`src/hdl/dcd_pkg.sv`:
```
package dcd_pkg;
    localparam int REG_AW = 4;
    localparam int REG_DW = 16;
    localparam logic [3:0] OFF_CMD = 4'h0;
    localparam logic [3:0] OFF_ADDR = 4'h1;
    localparam logic [3:0] OFF_CYL = 4'h2;
    localparam logic [3:0] OFF_SECT = 4'h3;
    localparam logic [3:0] OFF_COUNT = 4'h4;
    localparam logic [3:0] OFF_CTRL = 4'h5;
    localparam logic [3:0] OFF_MAXCYL = 4'h6;
    localparam logic [3:0] OFF_MAXHEAD = 4'h7;
    localparam logic [3:0] OFF_RWC = 4'h8;
    localparam logic [3:0] OFF_PRECOMP = 4'h9;
    localparam logic [3:0] OFF_ECCLEN = 4'hA;
    localparam logic [3:0] OFF_GO = 4'hB;
    localparam logic [2:0] CLS_DISK = 3'h0;
    localparam logic [2:0] CLS_DIAG = 3'h7;
    localparam logic [4:0] OP_TEST = 5'h00;
    localparam logic [4:0] OP_RECAL = 5'h01;
    localparam logic [4:0] OP_RSV2 = 5'h02;
    localparam logic [4:0] OP_SENSE = 5'h03;
    localparam logic [4:0] OP_FMT_DRV = 5'h04;
    localparam logic [4:0] OP_VERIFY = 5'h05;
    localparam logic [4:0] OP_FMT_TRK = 5'h06;
    localparam logic [4:0] OP_FMT_BAD = 5'h07;
    localparam logic [4:0] OP_READ = 5'h08;
    localparam logic [4:0] OP_RSV9 = 5'h09;
    localparam logic [4:0] OP_WRITE = 5'h0A;
    localparam logic [4:0] OP_SEEK = 5'h0B;
    localparam logic [4:0] OP_INIT = 5'h0C;
    localparam logic [4:0] OP_BUF_WR = 5'h0F;
    localparam logic [4:0] OP_RAM_DIAG = 5'h00;
    localparam logic [4:0] OP_DRV_DIAG = 5'h03;
    localparam logic [4:0] OP_INT_DIAG = 5'h04;
    localparam logic [4:0] OP_LONG_RD = 5'h05;
    localparam logic [4:0] OP_LONG_WR = 5'h06;
    localparam logic [3:0] BLOCK_LAST = 4'h5;
    localparam logic [3:0] CHAR_LAST = 4'hD;
    localparam logic [7:0] ILV_MIN = 8'h01;
    localparam logic [7:0] ILV_MAX = 8'h10;
    localparam logic [2:0] STEP_NA_MAX = 3'h3;
    localparam int ST_BUSY = 0;
    localparam int ST_DONE = 1;
    localparam int ST_REFUSED = 2;
    typedef enum logic {DCD_IDLE, DCD_SEND} dcd_state_t;
    typedef struct packed {
        dcd_state_t st;
        logic [3:0] idx;
        logic [7:0] tx_data;
        logic tx_valid;
        logic [15:0] rdata;
        logic refused;
        logic done;
        logic [2:0] cls;
        logic [4:0] op;
        logic drive;
        logic [4:0] head;
        logic [9:0] cyl;
        logic [5:0] sect;
        logic [7:0] count;
        logic retry_off;
        logic reread_off;
        logic [2:0] step;
        logic [15:0] maxcyl;
        logic [7:0] maxhead;
        logic [15:0] rwc;
        logic [15:0] precomp;
        logic [7:0] ecclen;
    } dcd_regs_t;
endpackage

```
`src/hdl/dcd_host.sv`:
```
// Overview of operation
// - Drive-ready test is class 0 opcode 00, drive bit in byte 1.
// - Recalibrate is class 0 opcode 01, drive in byte 1, step and retry in byte 5.
// - Class 0 opcode 02 is reserved and never sent.
// - Sense status is class 0 opcode 03 for the drive in byte 1.
// - Format drive, opcode 04, carries head, cylinder, interleave and byte 5 options.
// - Verify, opcode 05, carries head, cylinder, block count, retry and reread bits.
// - Format byte 4 keeps top two bits zero, interleave 1 to 16.
// - Read 08 and write 0A carry cylinder high, sector, cylinder low, count.
// - Seek and format clear the sector bits; seek byte 4 is ignored.
// - Byte 1 holds two zero bits, the drive bit, then five head bits.
// - Class 0 opcode 09 is unassigned and never sent.
// - Opcode 0C loads drive characteristics; bytes 1 to 5 are ignored.
// - Opcode 0C is followed by exactly eight parameter bytes.
// - Parameters: max cylinders, max heads, reduced-current, precomp, ECC burst.
// - Class 7 opcodes 01 and 02 are reserved and never sent.
`timescale 1ns/1ns
`default_nettype none
module dcd_host #(
    parameter int ADDR_W = dcd_pkg::REG_AW
) (
    input wire logic CLK_IN, // 125 MHz clock
    input wire logic RSTN_IN, // Synchronous reset, active low
    input wire logic [ADDR_W-1:0] ADDR_IN, // Register address
    input wire logic [dcd_pkg::REG_DW-1:0] WDATA_IN, // Write data
    input wire logic WR_IN, // Write strobe
    input wire logic RD_IN, // Read strobe
    output logic [dcd_pkg::REG_DW-1:0] RDATA_OUT, // Read data, next cycle
    output logic [7:0] TX_DATA_OUT, // Command byte to the controller
    output logic TX_VALID_OUT, // Byte offered
    input wire logic TX_READY_IN // Controller takes the byte
);
    import dcd_pkg::*;

    if (ADDR_W < REG_AW) begin : g_chk
        $error("ADDR_W too narrow for the register map");
    end

    dcd_regs_t q;
    dcd_regs_t n;
    logic [7:0] blk [0:13];
    logic c0, c7, is_fmt, has_sect, has_cyl, has_cnt, drv_only, has_ctl;
    logic ecc_opt, is_char, legal, ilv_ok, step_ok, start_ok, hs;
    logic [3:0] last;

    // class and opcode split of byte 0.
    assign c0 = q.cls == CLS_DISK;
    assign c7 = q.cls == CLS_DIAG;
    assign is_fmt = c0 && (q.op == OP_FMT_DRV || q.op == OP_FMT_TRK || q.op == OP_FMT_BAD);
    // read, write and the long forms carry a sector number.
    assign has_sect = (c0 && (q.op == OP_READ || q.op == OP_WRITE))
        || (c7 && (q.op == OP_LONG_RD || q.op == OP_LONG_WR));
    assign has_cyl = has_sect || is_fmt || (c0 && (q.op == OP_VERIFY || q.op == OP_SEEK));
    assign has_cnt = has_sect || (c0 && q.op == OP_VERIFY);
    // these send only the drive bit and control byte.
    assign drv_only = (c0 && (q.op == OP_TEST || q.op == OP_RECAL || q.op == OP_SENSE))
        || (c7 && q.op == OP_DRV_DIAG);
    assign has_ctl = has_cyl || drv_only;
    assign ecc_opt = c0 && (q.op == OP_READ || q.op == OP_VERIFY);
    assign is_char = c0 && q.op == OP_INIT;
    // reserved codes are refused rather than sent.
    assign legal = (c0 && q.op != OP_RSV2 && q.op != OP_RSV9 && q.op <= OP_BUF_WR)
        || (c7 && (q.op == OP_RAM_DIAG || (q.op >= OP_DRV_DIAG && q.op <= OP_LONG_WR)));
    // interleave range is checked before a format goes out.
    assign ilv_ok = !is_fmt || (q.count >= ILV_MIN && q.count <= ILV_MAX);
    // the unassigned step codes are not passed to the drive.
    assign step_ok = !has_ctl || q.step == '0 || q.step > STEP_NA_MAX;
    assign start_ok = legal && ilv_ok && step_ok;
    assign last = is_char ? CHAR_LAST : BLOCK_LAST;
    assign hs = q.tx_valid && TX_READY_IN;

    always_comb begin
        // ignored bytes go out as zero.
        for (int i = 0; i < 14; i++) begin
            blk[i] = '0;
        end
        blk[0] = {q.cls, q.op};
        // drive bit over the head number, two zero bits on top.
        if (has_cyl) begin
            blk[1] = {2'b00, q.drive, q.head};
        end else if (drv_only) begin
            blk[1] = {2'b00, q.drive, 5'b0_0000};
        end
        // seek, verify and format clear the sector bits.
        if (has_cyl) begin
            blk[2] = {q.cyl[9:8], has_sect ? q.sect : 6'b00_0000};
            blk[3] = q.cyl[7:0];
        end
        // format interleave with its top two bits held low.
        if (is_fmt) begin
            blk[4] = {2'b00, q.count[5:0]};
        end else if (has_cnt) begin
            blk[4] = q.count;
        end
        // retry bit always, reread bit only for reads and verify.
        if (has_ctl) begin
            blk[5] = {q.retry_off, ecc_opt & q.reread_off, 3'b000, q.step};
        end
        // parameters high byte first, in the documented order.
        blk[6] = q.maxcyl[15:8];
        blk[7] = q.maxcyl[7:0];
        blk[8] = q.maxhead;
        blk[9] = q.rwc[15:8];
        blk[10] = q.rwc[7:0];
        blk[11] = q.precomp[15:8];
        blk[12] = q.precomp[7:0];
        blk[13] = q.ecclen;
    end

    always_comb begin
        n = q;
        n.rdata = '0;
        if (RD_IN) begin
            unique case (ADDR_IN[REG_AW-1:0])
                OFF_CMD: n.rdata = {8'h00, q.cls, q.op};
                OFF_ADDR: n.rdata = {10'h000, q.drive, q.head};
                OFF_CYL: n.rdata = {6'h00, q.cyl};
                OFF_SECT: n.rdata = {10'h000, q.sect};
                OFF_COUNT: n.rdata = {8'h00, q.count};
                OFF_CTRL: n.rdata = {8'h00, q.retry_off, q.reread_off, 3'b000, q.step};
                OFF_MAXCYL: n.rdata = q.maxcyl;
                OFF_MAXHEAD: n.rdata = {8'h00, q.maxhead};
                OFF_RWC: n.rdata = q.rwc;
                OFF_PRECOMP: n.rdata = q.precomp;
                OFF_ECCLEN: n.rdata = {8'h00, q.ecclen};
                OFF_GO: begin
                    n.rdata[ST_BUSY] = q.st == DCD_SEND;
                    n.rdata[ST_DONE] = q.done;
                    n.rdata[ST_REFUSED] = q.refused;
                end
                default: n.rdata = '0;
            endcase
        end
        // Writes are ignored while a block is on the wire, so the bytes stay coherent.
        if (WR_IN && q.st == DCD_IDLE) begin
            unique case (ADDR_IN[REG_AW-1:0])
                OFF_CMD: {n.cls, n.op} = WDATA_IN[7:0];
                OFF_ADDR: {n.drive, n.head} = WDATA_IN[5:0];
                OFF_CYL: n.cyl = WDATA_IN[9:0];
                OFF_SECT: n.sect = WDATA_IN[5:0];
                OFF_COUNT: n.count = WDATA_IN[7:0];
                OFF_CTRL: begin
                    n.retry_off = WDATA_IN[7];
                    n.reread_off = WDATA_IN[6];
                    n.step = WDATA_IN[2:0];
                end
                OFF_MAXCYL: n.maxcyl = WDATA_IN;
                OFF_MAXHEAD: n.maxhead = WDATA_IN[7:0];
                OFF_RWC: n.rwc = WDATA_IN;
                OFF_PRECOMP: n.precomp = WDATA_IN;
                OFF_ECCLEN: n.ecclen = WDATA_IN[7:0];
                OFF_GO: begin
                    n.done = 1'b0;
                    n.refused = !start_ok;
                    // the block starts with byte 0.
                    if (start_ok) begin
                        n.st = DCD_SEND;
                        n.idx = '0;
                        n.tx_data = blk[0];
                        n.tx_valid = 1'b1;
                    end
                end
                default: ;
            endcase
        end
        if (q.st == DCD_SEND && hs) begin
            // the characteristics block runs on through eight parameters.
            if (q.idx == last) begin
                n.st = DCD_IDLE;
                n.tx_valid = 1'b0;
                n.done = 1'b1;
            end else begin
                n.idx = q.idx + 4'h1;
                n.tx_data = blk[q.idx + 4'h1];
            end
        end
    end

    always_ff @(posedge CLK_IN) begin
        if (!RSTN_IN) begin
            q <= '0;
        end else begin
            q <= n;
        end
    end

    assign RDATA_OUT = q.rdata;
    assign TX_DATA_OUT = q.tx_data;
    assign TX_VALID_OUT = q.tx_valid;

    property p_first;
        @(posedge CLK_IN) disable iff (!RSTN_IN)
        (q.st == DCD_IDLE && n.st == DCD_SEND) |=> (q.idx == 4'h0 && TX_DATA_OUT == {q.cls, q.op});
    endproperty
    a_first: assert property (p_first) else $error("Block did not open with byte 0");

    property p_step;
        @(posedge CLK_IN) disable iff (!RSTN_IN)
        (hs && q.idx != last) |=> (q.idx == $past(q.idx) + 4'h1 && TX_VALID_OUT);
    endproperty
    a_step: assert property (p_step) else $error("Byte order broken");

    property p_rsv;
        @(posedge CLK_IN) disable iff (!RSTN_IN)
        (TX_VALID_OUT && q.idx == 4'h0) |-> !(TX_DATA_OUT inside {8'h02, 8'h09, 8'hE1, 8'hE2});
    endproperty
    a_rsv: assert property (p_rsv) else $error("Reserved code sent");

    property p_b1;
        @(posedge CLK_IN) disable iff (!RSTN_IN)
        (TX_VALID_OUT && q.idx == 4'h1 && has_cyl) |-> TX_DATA_OUT == {2'b00, q.drive, q.head};
    endproperty
    a_b1: assert property (p_b1) else $error("Byte 1 layout wrong");

    property p_ilv;
        @(posedge CLK_IN) disable iff (!RSTN_IN)
        (TX_VALID_OUT && q.idx == 4'h4 && is_fmt)
            |-> (TX_DATA_OUT[7:6] == 2'b00 && TX_DATA_OUT >= ILV_MIN && TX_DATA_OUT <= ILV_MAX);
    endproperty
    a_ilv: assert property (p_ilv) else $error("Interleave byte out of range");

    property p_sect;
        @(posedge CLK_IN) disable iff (!RSTN_IN)
        (TX_VALID_OUT && q.idx == 4'h2 && has_cyl && !has_sect) |-> TX_DATA_OUT[5:0] == 6'h00;
    endproperty
    a_sect: assert property (p_sect) else $error("Sector bits not cleared");

    property p_char;
        @(posedge CLK_IN) disable iff (!RSTN_IN)
        (hs && is_char && q.idx == BLOCK_LAST) |=> (TX_VALID_OUT && TX_DATA_OUT == q.maxcyl[15:8]);
    endproperty
    a_char: assert property (p_char) else $error("Parameters did not follow block");

    property p_prm;
        @(posedge CLK_IN) disable iff (!RSTN_IN)
        (TX_VALID_OUT && is_char && q.idx == 4'h8) |-> TX_DATA_OUT == q.maxhead;
    endproperty
    a_prm: assert property (p_prm) else $error("Parameter order wrong");

    property p_ign;
        @(posedge CLK_IN) disable iff (!RSTN_IN)
        (TX_VALID_OUT && is_char && q.idx != 4'h0 && q.idx <= BLOCK_LAST) |-> TX_DATA_OUT == 8'h00;
    endproperty
    a_ign: assert property (p_ign) else $error("Ignored byte not zero");

    property p_ecc;
        @(posedge CLK_IN) disable iff (!RSTN_IN)
        (TX_VALID_OUT && q.idx == 4'h5 && !ecc_opt) |-> !TX_DATA_OUT[6];
    endproperty
    a_ecc: assert property (p_ecc) else $error("Reread bit on a non-read");

    property p_end;
        @(posedge CLK_IN) disable iff (!RSTN_IN)
        (hs && q.idx == last) |=> (!TX_VALID_OUT && q.done && q.st == DCD_IDLE);
    endproperty
    a_end: assert property (p_end) else $error("Block did not end after last byte");

    property p_drv;
        @(posedge CLK_IN) disable iff (!RSTN_IN)
        (TX_VALID_OUT && q.idx == 4'h1 && drv_only) |-> TX_DATA_OUT == {2'b00, q.drive, 5'h00};
    endproperty
    a_drv: assert property (p_drv) else $error("Drive byte wrong");

    property p_zero;
        @(posedge CLK_IN) disable iff (!RSTN_IN)
        (TX_VALID_OUT && q.idx >= 4'h2 && q.idx <= 4'h4 && drv_only) |-> TX_DATA_OUT == 8'h00;
    endproperty
    a_zero: assert property (p_zero) else $error("Unused address byte not zero");

    property p_b2;
        @(posedge CLK_IN) disable iff (!RSTN_IN)
        (TX_VALID_OUT && q.idx == 4'h2 && has_sect) |-> TX_DATA_OUT == {q.cyl[9:8], q.sect};
    endproperty
    a_b2: assert property (p_b2) else $error("Sector byte wrong");

    property p_b3;
        @(posedge CLK_IN) disable iff (!RSTN_IN)
        (TX_VALID_OUT && q.idx == 4'h3 && has_cyl) |-> TX_DATA_OUT == q.cyl[7:0];
    endproperty
    a_b3: assert property (p_b3) else $error("Cylinder low byte wrong");

    property p_cnt;
        @(posedge CLK_IN) disable iff (!RSTN_IN)
        (TX_VALID_OUT && q.idx == 4'h4 && has_cnt) |-> TX_DATA_OUT == q.count;
    endproperty
    a_cnt: assert property (p_cnt) else $error("Block count byte wrong");

    property p_ctl;
        @(posedge CLK_IN) disable iff (!RSTN_IN)
        (TX_VALID_OUT && q.idx == 4'h5 && has_ctl)
            |-> (TX_DATA_OUT[7] == q.retry_off && TX_DATA_OUT[5:0] == {3'b000, q.step});
    endproperty
    a_ctl: assert property (p_ctl) else $error("Control byte wrong");

    property p_rrd;
        @(posedge CLK_IN) disable iff (!RSTN_IN)
        (TX_VALID_OUT && q.idx == 4'h5 && ecc_opt) |-> TX_DATA_OUT[6] == q.reread_off;
    endproperty
    a_rrd: assert property (p_rrd) else $error("Reread option lost");

    property p_last;
        @(posedge CLK_IN) disable iff (!RSTN_IN)
        (TX_VALID_OUT && is_char && q.idx == CHAR_LAST) |-> TX_DATA_OUT == q.ecclen;
    endproperty
    a_last: assert property (p_last) else $error("Last parameter wrong");

    property p_ref;
        @(posedge CLK_IN) disable iff (!RSTN_IN)
        (WR_IN && ADDR_IN[REG_AW-1:0] == OFF_GO && q.st == DCD_IDLE && !legal)
            |=> (q.refused && !TX_VALID_OUT);
    endproperty
    a_ref: assert property (p_ref) else $error("Reserved command not refused");

    property p_hold;
        @(posedge CLK_IN) disable iff (!RSTN_IN)
        (TX_VALID_OUT && !TX_READY_IN) |=> (TX_VALID_OUT && $stable(TX_DATA_OUT) && $stable(q.idx));
    endproperty
    a_hold: assert property (p_hold) else $error("Offered byte changed before taken");

    c_char: cover property (@(posedge CLK_IN) disable iff (!RSTN_IN)
        hs && is_char && q.idx == CHAR_LAST);
    c_read: cover property (@(posedge CLK_IN) disable iff (!RSTN_IN)
        hs && has_sect && q.idx == BLOCK_LAST);
    c_ref: cover property (@(posedge CLK_IN) disable iff (!RSTN_IN)
        WR_IN && ADDR_IN[REG_AW-1:0] == OFF_GO && q.st == DCD_IDLE && !start_ok);
    c_fmt: cover property (@(posedge CLK_IN) disable iff (!RSTN_IN)
        hs && is_fmt && q.idx == BLOCK_LAST);
    c_hold: cover property (@(posedge CLK_IN) disable iff (!RSTN_IN)
        TX_VALID_OUT && !TX_READY_IN);
endmodule
`default_nettype wire

```
`config.mk`:
```
export PLATFORM = sky130hd
export DESIGN_NAME = dcd_host
export DESIGN_NICKNAME = d
export VERILOG_FILES = /design/src/hdl/dcd_pkg.sv /design/src/hdl/dcd_host.sv
export SDC_FILE = /design/constraint.sdc
export NUM_CORES = 1
export LEC_CHECK = 0
export ABC_CLOCK_PERIOD_IN_PS = 3300
export BUFFER_PORTS_ARGS = -buffer_cell sky130_fd_sc_hd__buf_4
export CAP_MARGIN = 5
export CORE_MARGIN = 2
export CORE_UTILIZATION = 55
export CTS_CLUSTER_DIAMETER = 150
export CTS_CLUSTER_SIZE = 20
export DETAILED_ROUTE_END_ITERATION = 10
export PLACE_DENSITY_LB_ADDON = 0.12
export SYNTH_ARGS = -nofsm -noshare
export SYNTH_HDL_FRONTEND = slang
export SYNTH_SLANG_ARGS = --single-unit
export TNS_END_PERCENT = 5
```
`constraint.sdc`:
```
create_clock -name CLK_IN -period 3.3 [get_ports CLK_IN]
set_input_delay 0.66 -clock CLK_IN [delete_from_list [all_inputs] [get_ports CLK_IN]]
set_output_delay 0.66 -clock CLK_IN [all_outputs]
set_load 0.01 [all_outputs]
```
# Word-level counts from Yosys, hierarchy flattened
# Cells that the tools add are included.
[totals]
register_bits = 139
input_bits = 25
out_inout_bits = 25
[classes]
n_addsub = 1
order_cmp = 7
eq_ne = 25
mux = 35
bitwise = 3
reduce_logical = 59
[op_table]
columns = ["cell", "n"]
rows = [
  ["$pmux W13 S11", 1],
  ["$mux W108", 1],
  ["$mux W8", 10],
  ["$mux W16", 4],
  ["$mux W14", 4],
  ["$pmux W3 S12", 1],
  ["$bmux W8 S4", 1],
  ["$reduce_and A2 Y1", 13],
  ["$mux W6", 4],
  ["$eq A5 B3 Y1 const B", 4],
  ["$eq A5 B4 Y1 const B", 4],
  ["$logic_and A1 B1 Y1", 20],
  ["$logic_or A1 B1 Y1", 19],
  ["$eq A4 B3 Y1 const B", 4],
  ["$eq A4 B4 Y1 const B", 4],
  ["$mux W12", 1],
  ["$mux W10", 1],
  ["$eq A4 B2 Y1 const B", 2],
  ["$ge A8 B1 Y1 const B", 1],
  ["$le A8 B5 Y1 const B", 1],
  ["$logic_not A3 Y1", 2],
  ["$eq A5 B1 Y1 const B", 1],
  ["$eq A5 B2 Y1 const B", 1],
  ["$ge A5 B2 Y1 const B", 1],
  ["19 further kinds", 25],
]

# Logic depth before layout (Yosys ltp)
[logic_depth]
depth_word = 16
depth_mapped = 10
mapped_depth_nobuf = 8

# Worst setup path after synthesis
# No wires, ideal clock.
[synth_timing]
kind = "input to register"
from = "input ADDR_IN[1]"
to = "register q, in the netlist TX_DATA_OUT[5]"
setup_ns = 0.115
arrival_time_ns = 2.505
required_time_ns = 3.185
slack_ns = 0.680
stages = 9
path_cell_list = "clkbuf_1 -> and2_1 -> clkbuf_1 -> nand3_1 -> a211oi_1 -> o2111a_1 -> clkbuf_1 -> o21ai_0 -> o21a_1"
[synth_via]
elab_chain_len = 5
[synth_rtl]
columns = ["item", "line_no", "source"]
rows = [
  ["from (decl)", "dcd_host.sv:24", "input wire logic [ADDR_W-1:0] ADDR_IN,"],
  ["$eq A4 B4 Y1 *", "dcd_host.sv:136", "unique case (ADDR_IN[REG_AW-1:0])"],
  ["$mux W14 *", "dcd_host.sv:136", ""],
  ["$mux W14 *", "dcd_host.sv:135", "if (WR_IN && q.st == DCD_IDLE) begin"],
  ["$mux W12", "dcd_host.sv:168", "if (q.idx == last) begin"],
  ["$mux W14 *", "dcd_host.sv:166", "if (q.st == DCD_SEND && hs) begin"],
  ["to (signal assigned)", "dcd_host.sv:183", "q <= n;"],
  ["to (decl)", "dcd_host.sv:39", "dcd_regs_t q;"],
]
# Mark *: on every way between the ends. The rest lies on a longest branch, timed or not.
# A chain may end at the register's enable or synchronous reset.

# Worst setup path in the final report
[layout_timing]
from = "register q, in the netlist blk[106]"
to = "register q, in the netlist TX_DATA_OUT[3]"
[layout_via]
elab_chain_len = 16
word_cells_on_any_way = 66
classes_between = "order compare (3); eq/ne (13); mux (14); reduce/logical (36)"
[layout_rtl]
columns = ["item", "line_no"]
rows = [
  ["branches (longest 15 deep; another with $mux W12)", "-"],
  ["$mux W14 *", "dcd_host.sv:166"],
]
# Every way passes the cells marked *. The select of a mux whose other input is x is not followed.

==> impl_metrics.env <==
export IMPL_status="completed"
export IMPL_fmax_mhz=338.6
export IMPL_final_cell_mix="nand2_1, dfxtp_1, buf_4, a21boi_0, mux2i_1"
export IMPL_row_count=42
export IMPL_swShare_pct=24.76
export IMPL_crit_start="blk[106]"
export IMPL_synth_cell_types=65
export IMPL_setup_viol=0
export IMPL_layout_drive_gt1_share_pct=15.25
export IMPL_setup_tns_ns=0
export IMPL_syn_inst=881
export IMPL_regToRegStartpoint="blk[106]"
export IMPL_avgSynthCellArea_um2=8.469
export IMPL_worstMarginPinSlew_ns=0.8207
export IMPL_core_um2=13240
export IMPL_cp_cell_sequence="nand2b_1 -> nor4_2 -> a21oi_1 -> nor3_1 -> a2111oi_0 -> buf_4 -> o31ai_1 -> and3_1"
export IMPL_cts_root_buffer="clkbuf_16"
export IMPL_cp_endpoint="TX_DATA_OUT[3]"
export IMPL_cts_path_max_buffers=2
export IMPL_syn_area_um2=7461
export IMPL_crit_buf_inv=1
export IMPL_die_x_um=120.5
export IMPL_min_delay_path_class="flop to flop"
export IMPL_rrSetupSlack_ns=0.35
export IMPL_hold_depth=2
export IMPL_routedWlPerCell_um=24.31
export IMPL_ios=50
export IMPL_cts_buffers=17
export IMPL_clk_pin_slew_ns=0.07
export IMPL_vias=7030
export IMPL_crit_type="flop to flop"
export IMPL_port_buffers=49
export IMPL_drtAntennaViolNets=0
export IMPL_clkPwrFrac_pct=47.7
export IMPL_ir_drop_mv=0.3750
export IMPL_critical_path_slowest_cell="dfxtp_1"
export IMPL_hold_viol=0
export IMPL_grtUsageTotal_pct=36.60
export IMPL_p_seq_share_pct=45.7
export IMPL_grt_pass1_vias=6501
export IMPL_diodes=0
export IMPL_cts_tree="done"
export IMPL_place_gp_congestion=1.008
export IMPL_cts_setup_buffers=0
export IMPL_required_ns=3.67
export IMPL_holdWs_ns=0.4862
export IMPL_grt_overflow=0
export IMPL_cp_slowest_stage_delay_ns=0.66
export IMPL_syn_nets=908
export IMPL_cts_sinks=139
export IMPL_final_core_util_pct=63.09
export IMPL_slew_viol_final=0
export IMPL_finalCriticalPeriod_ns=2.953
export IMPL_cp_max_fo=13
export IMPL_power_switching_w=0.0009331
export IMPL_end_kind="flop"
export IMPL_fp_dieH_um=120.5
export IMPL_synth_seq_cells=139
export IMPL_p_leak_nw=3.137
export IMPL_htree_levels=4
export IMPL_r2r_cells=8
export IMPL_r2r_end="TX_DATA_OUT[3]"
export IMPL_area_growth_pct=11.97
export IMPL_grt_antenna_before_repair=0
export IMPL_critical_path_arrival_ns=3.33
export IMPL_drc=0
export IMPL_crit_family="simple AND/OR/NAND/NOR gates"
export IMPL_async_flop_share_pct=0
export IMPL_fin_skew_ns=0.01167
export IMPL_synth_warnings=0
export IMPL_fin_crit_sh_pct=89.48
export IMPL_ctsHoldBuffers=0
export IMPL_start_util_pct=56.34
export IMPL_maxCapViolCount=0
export IMPL_wl_mm=25.96
export IMPL_hpwl_mm=18.48
export IMPL_ctsResizeCount=0
export IMPL_vias_per_cell=6.582
export IMPL_max_slew_margin_pct=45.29
export IMPL_p_int_w=0.002835
export IMPL_rsz0062_at_grt="no"
export IMPL_p_per_area_nw_per_um2=451.1
export IMPL_grt_first_pass_wirelength_mm=39.50
export IMPL_min_from="q[89]"
export IMPL_fin_nets=907
export IMPL_clock_latency_ns=0.43
export IMPL_dr_pass1_iters=6
export IMPL_path_depth=8
export IMPL_start_kind="flop"
export IMPL_ys_seq_area_share_pct=37.30
export IMPL_grt_max_degree=48
export IMPL_die_area_um2=14510
export IMPL_synth_edff_count=0
export IMPL_combinationalPowerShare_pct=6.6
export IMPL_layout_commonest_cell="nand2_1"
export IMPL_first_iter_violations=1088
export IMPL_synth_ff_type="dfxtp_1"
routing by layer:
layer	track usage, %	vias up	wire length, µm	part of all wire, %
met3	8.538	72	2693	10
met4	13.95	0	969	3.7
met5	0	-	0	0
met2	55.37	465	11470	44
met1	50.78	3367	10830	42
li1	-	3126	-	-
metrics by stage:
stage / area [µm²] / total power (W) / worst slack [ns] / std cells
after CTS: 8354 / 0.003758 / 0.4267 / 1068
after global routing: 8354 / 0.003853 / 0.2339 / 1068
after detailed placement: 7809 / 0.001997 / 0.4393 / 1037
final: 8354 / 0.003768 / 0.3471 / 1068
after floorplan: 7461 / 0.001899 / 0.6800 / 881
after global placement: 7809 / 0.001994 / 0.4063 / 1037
worst min path at each step:
stage                         end  slack, ns
final                       q[89]       0.49
after CTS                 blk[49]       0.48
after global placement    blk[53]       0.47
after detailed placement  blk[49]       0.48
after global routing      blk[34]       0.50
after floorplan           blk[55]       0.45
state kept, by name, indices dropped and copies added (netlist names):
name          cells
TX_DATA_OUT       8
blk              72
q                42
RDATA_OUT        16
TX_VALID_OUT      1
worst min-delay path: stages (launching register included):
cell and delay, ns:
dfxtp_1 0.32, nand2_1 0.05, a21boi_0 0.07
power by group through the flow:
stage	logic (W)	clock network [W]	registers, W
final	0.000250	0.00180	0.00172
after global routing	0.000263	0.00187	0.00172
after CTS	0.000242	0.00180	0.00172
after detailed placement	0.000241	0	0.00176
after global placement	0.000239	0	0.00176
after floorplan	0.000154	0	0.00175
synthesized netlist by cell type, types with 14 or more instances:
| cell type | n | area (µm²) |
|---|---|---|
| nand2_1 | 156 | 585.6 |
| dfxtp_1 | 139 | 2783 |
| a21boi_0 | 66 | 495.5 |
| clkbuf_1 | 64 | 240.2 |
| mux2i_1 | 60 | 600.6 |
| nor2b_1 | 54 | 337.8 |
| nor2_1 | 33 | 123.9 |
| nand3_1 | 30 | 150.1 |
| a21oi_1 | 29 | 145.1 |
| buf_4 | 24 | 180.2 |
| o21ai_0 | 23 | 115.1 |
| a22oi_1 | 14 | 105.1 |
kinds of logic (layout without fill, tap and decap cells):
| logic type | after synthesis | count (layout) | synth area share [%] |
|---|---|---|---|
| AO/OA/AOI/OAI | 217 | 217 | 21.18 |
| XOR/XNOR | 6 | 6 | 0.7043 |
| adder cells (fa/ha/maj) | 2 | 2 | 0.3353 |
| buffers and inverters | 102 | 113 | 6.440 |
| flip-flops | 139 | 139 | 37.30 |
| multiplexers | 81 | 81 | 12.43 |
| AND/OR/NAND/NOR | 334 | 334 | 21.62 |
area by class of cell:
cell class	count	area, µm²
Clock buffer	20	446.7
Tap cell	176	220.2
Timing Repair Buffer	78	585.6
Inverter	4	15.01
Multi-Input combinational cell	640	4204
Sequential cell	139	2784
Clock inverter	11	98.84
Fill cell	1158	4888
No activity file was read; power rests on OpenSTA's default activity.
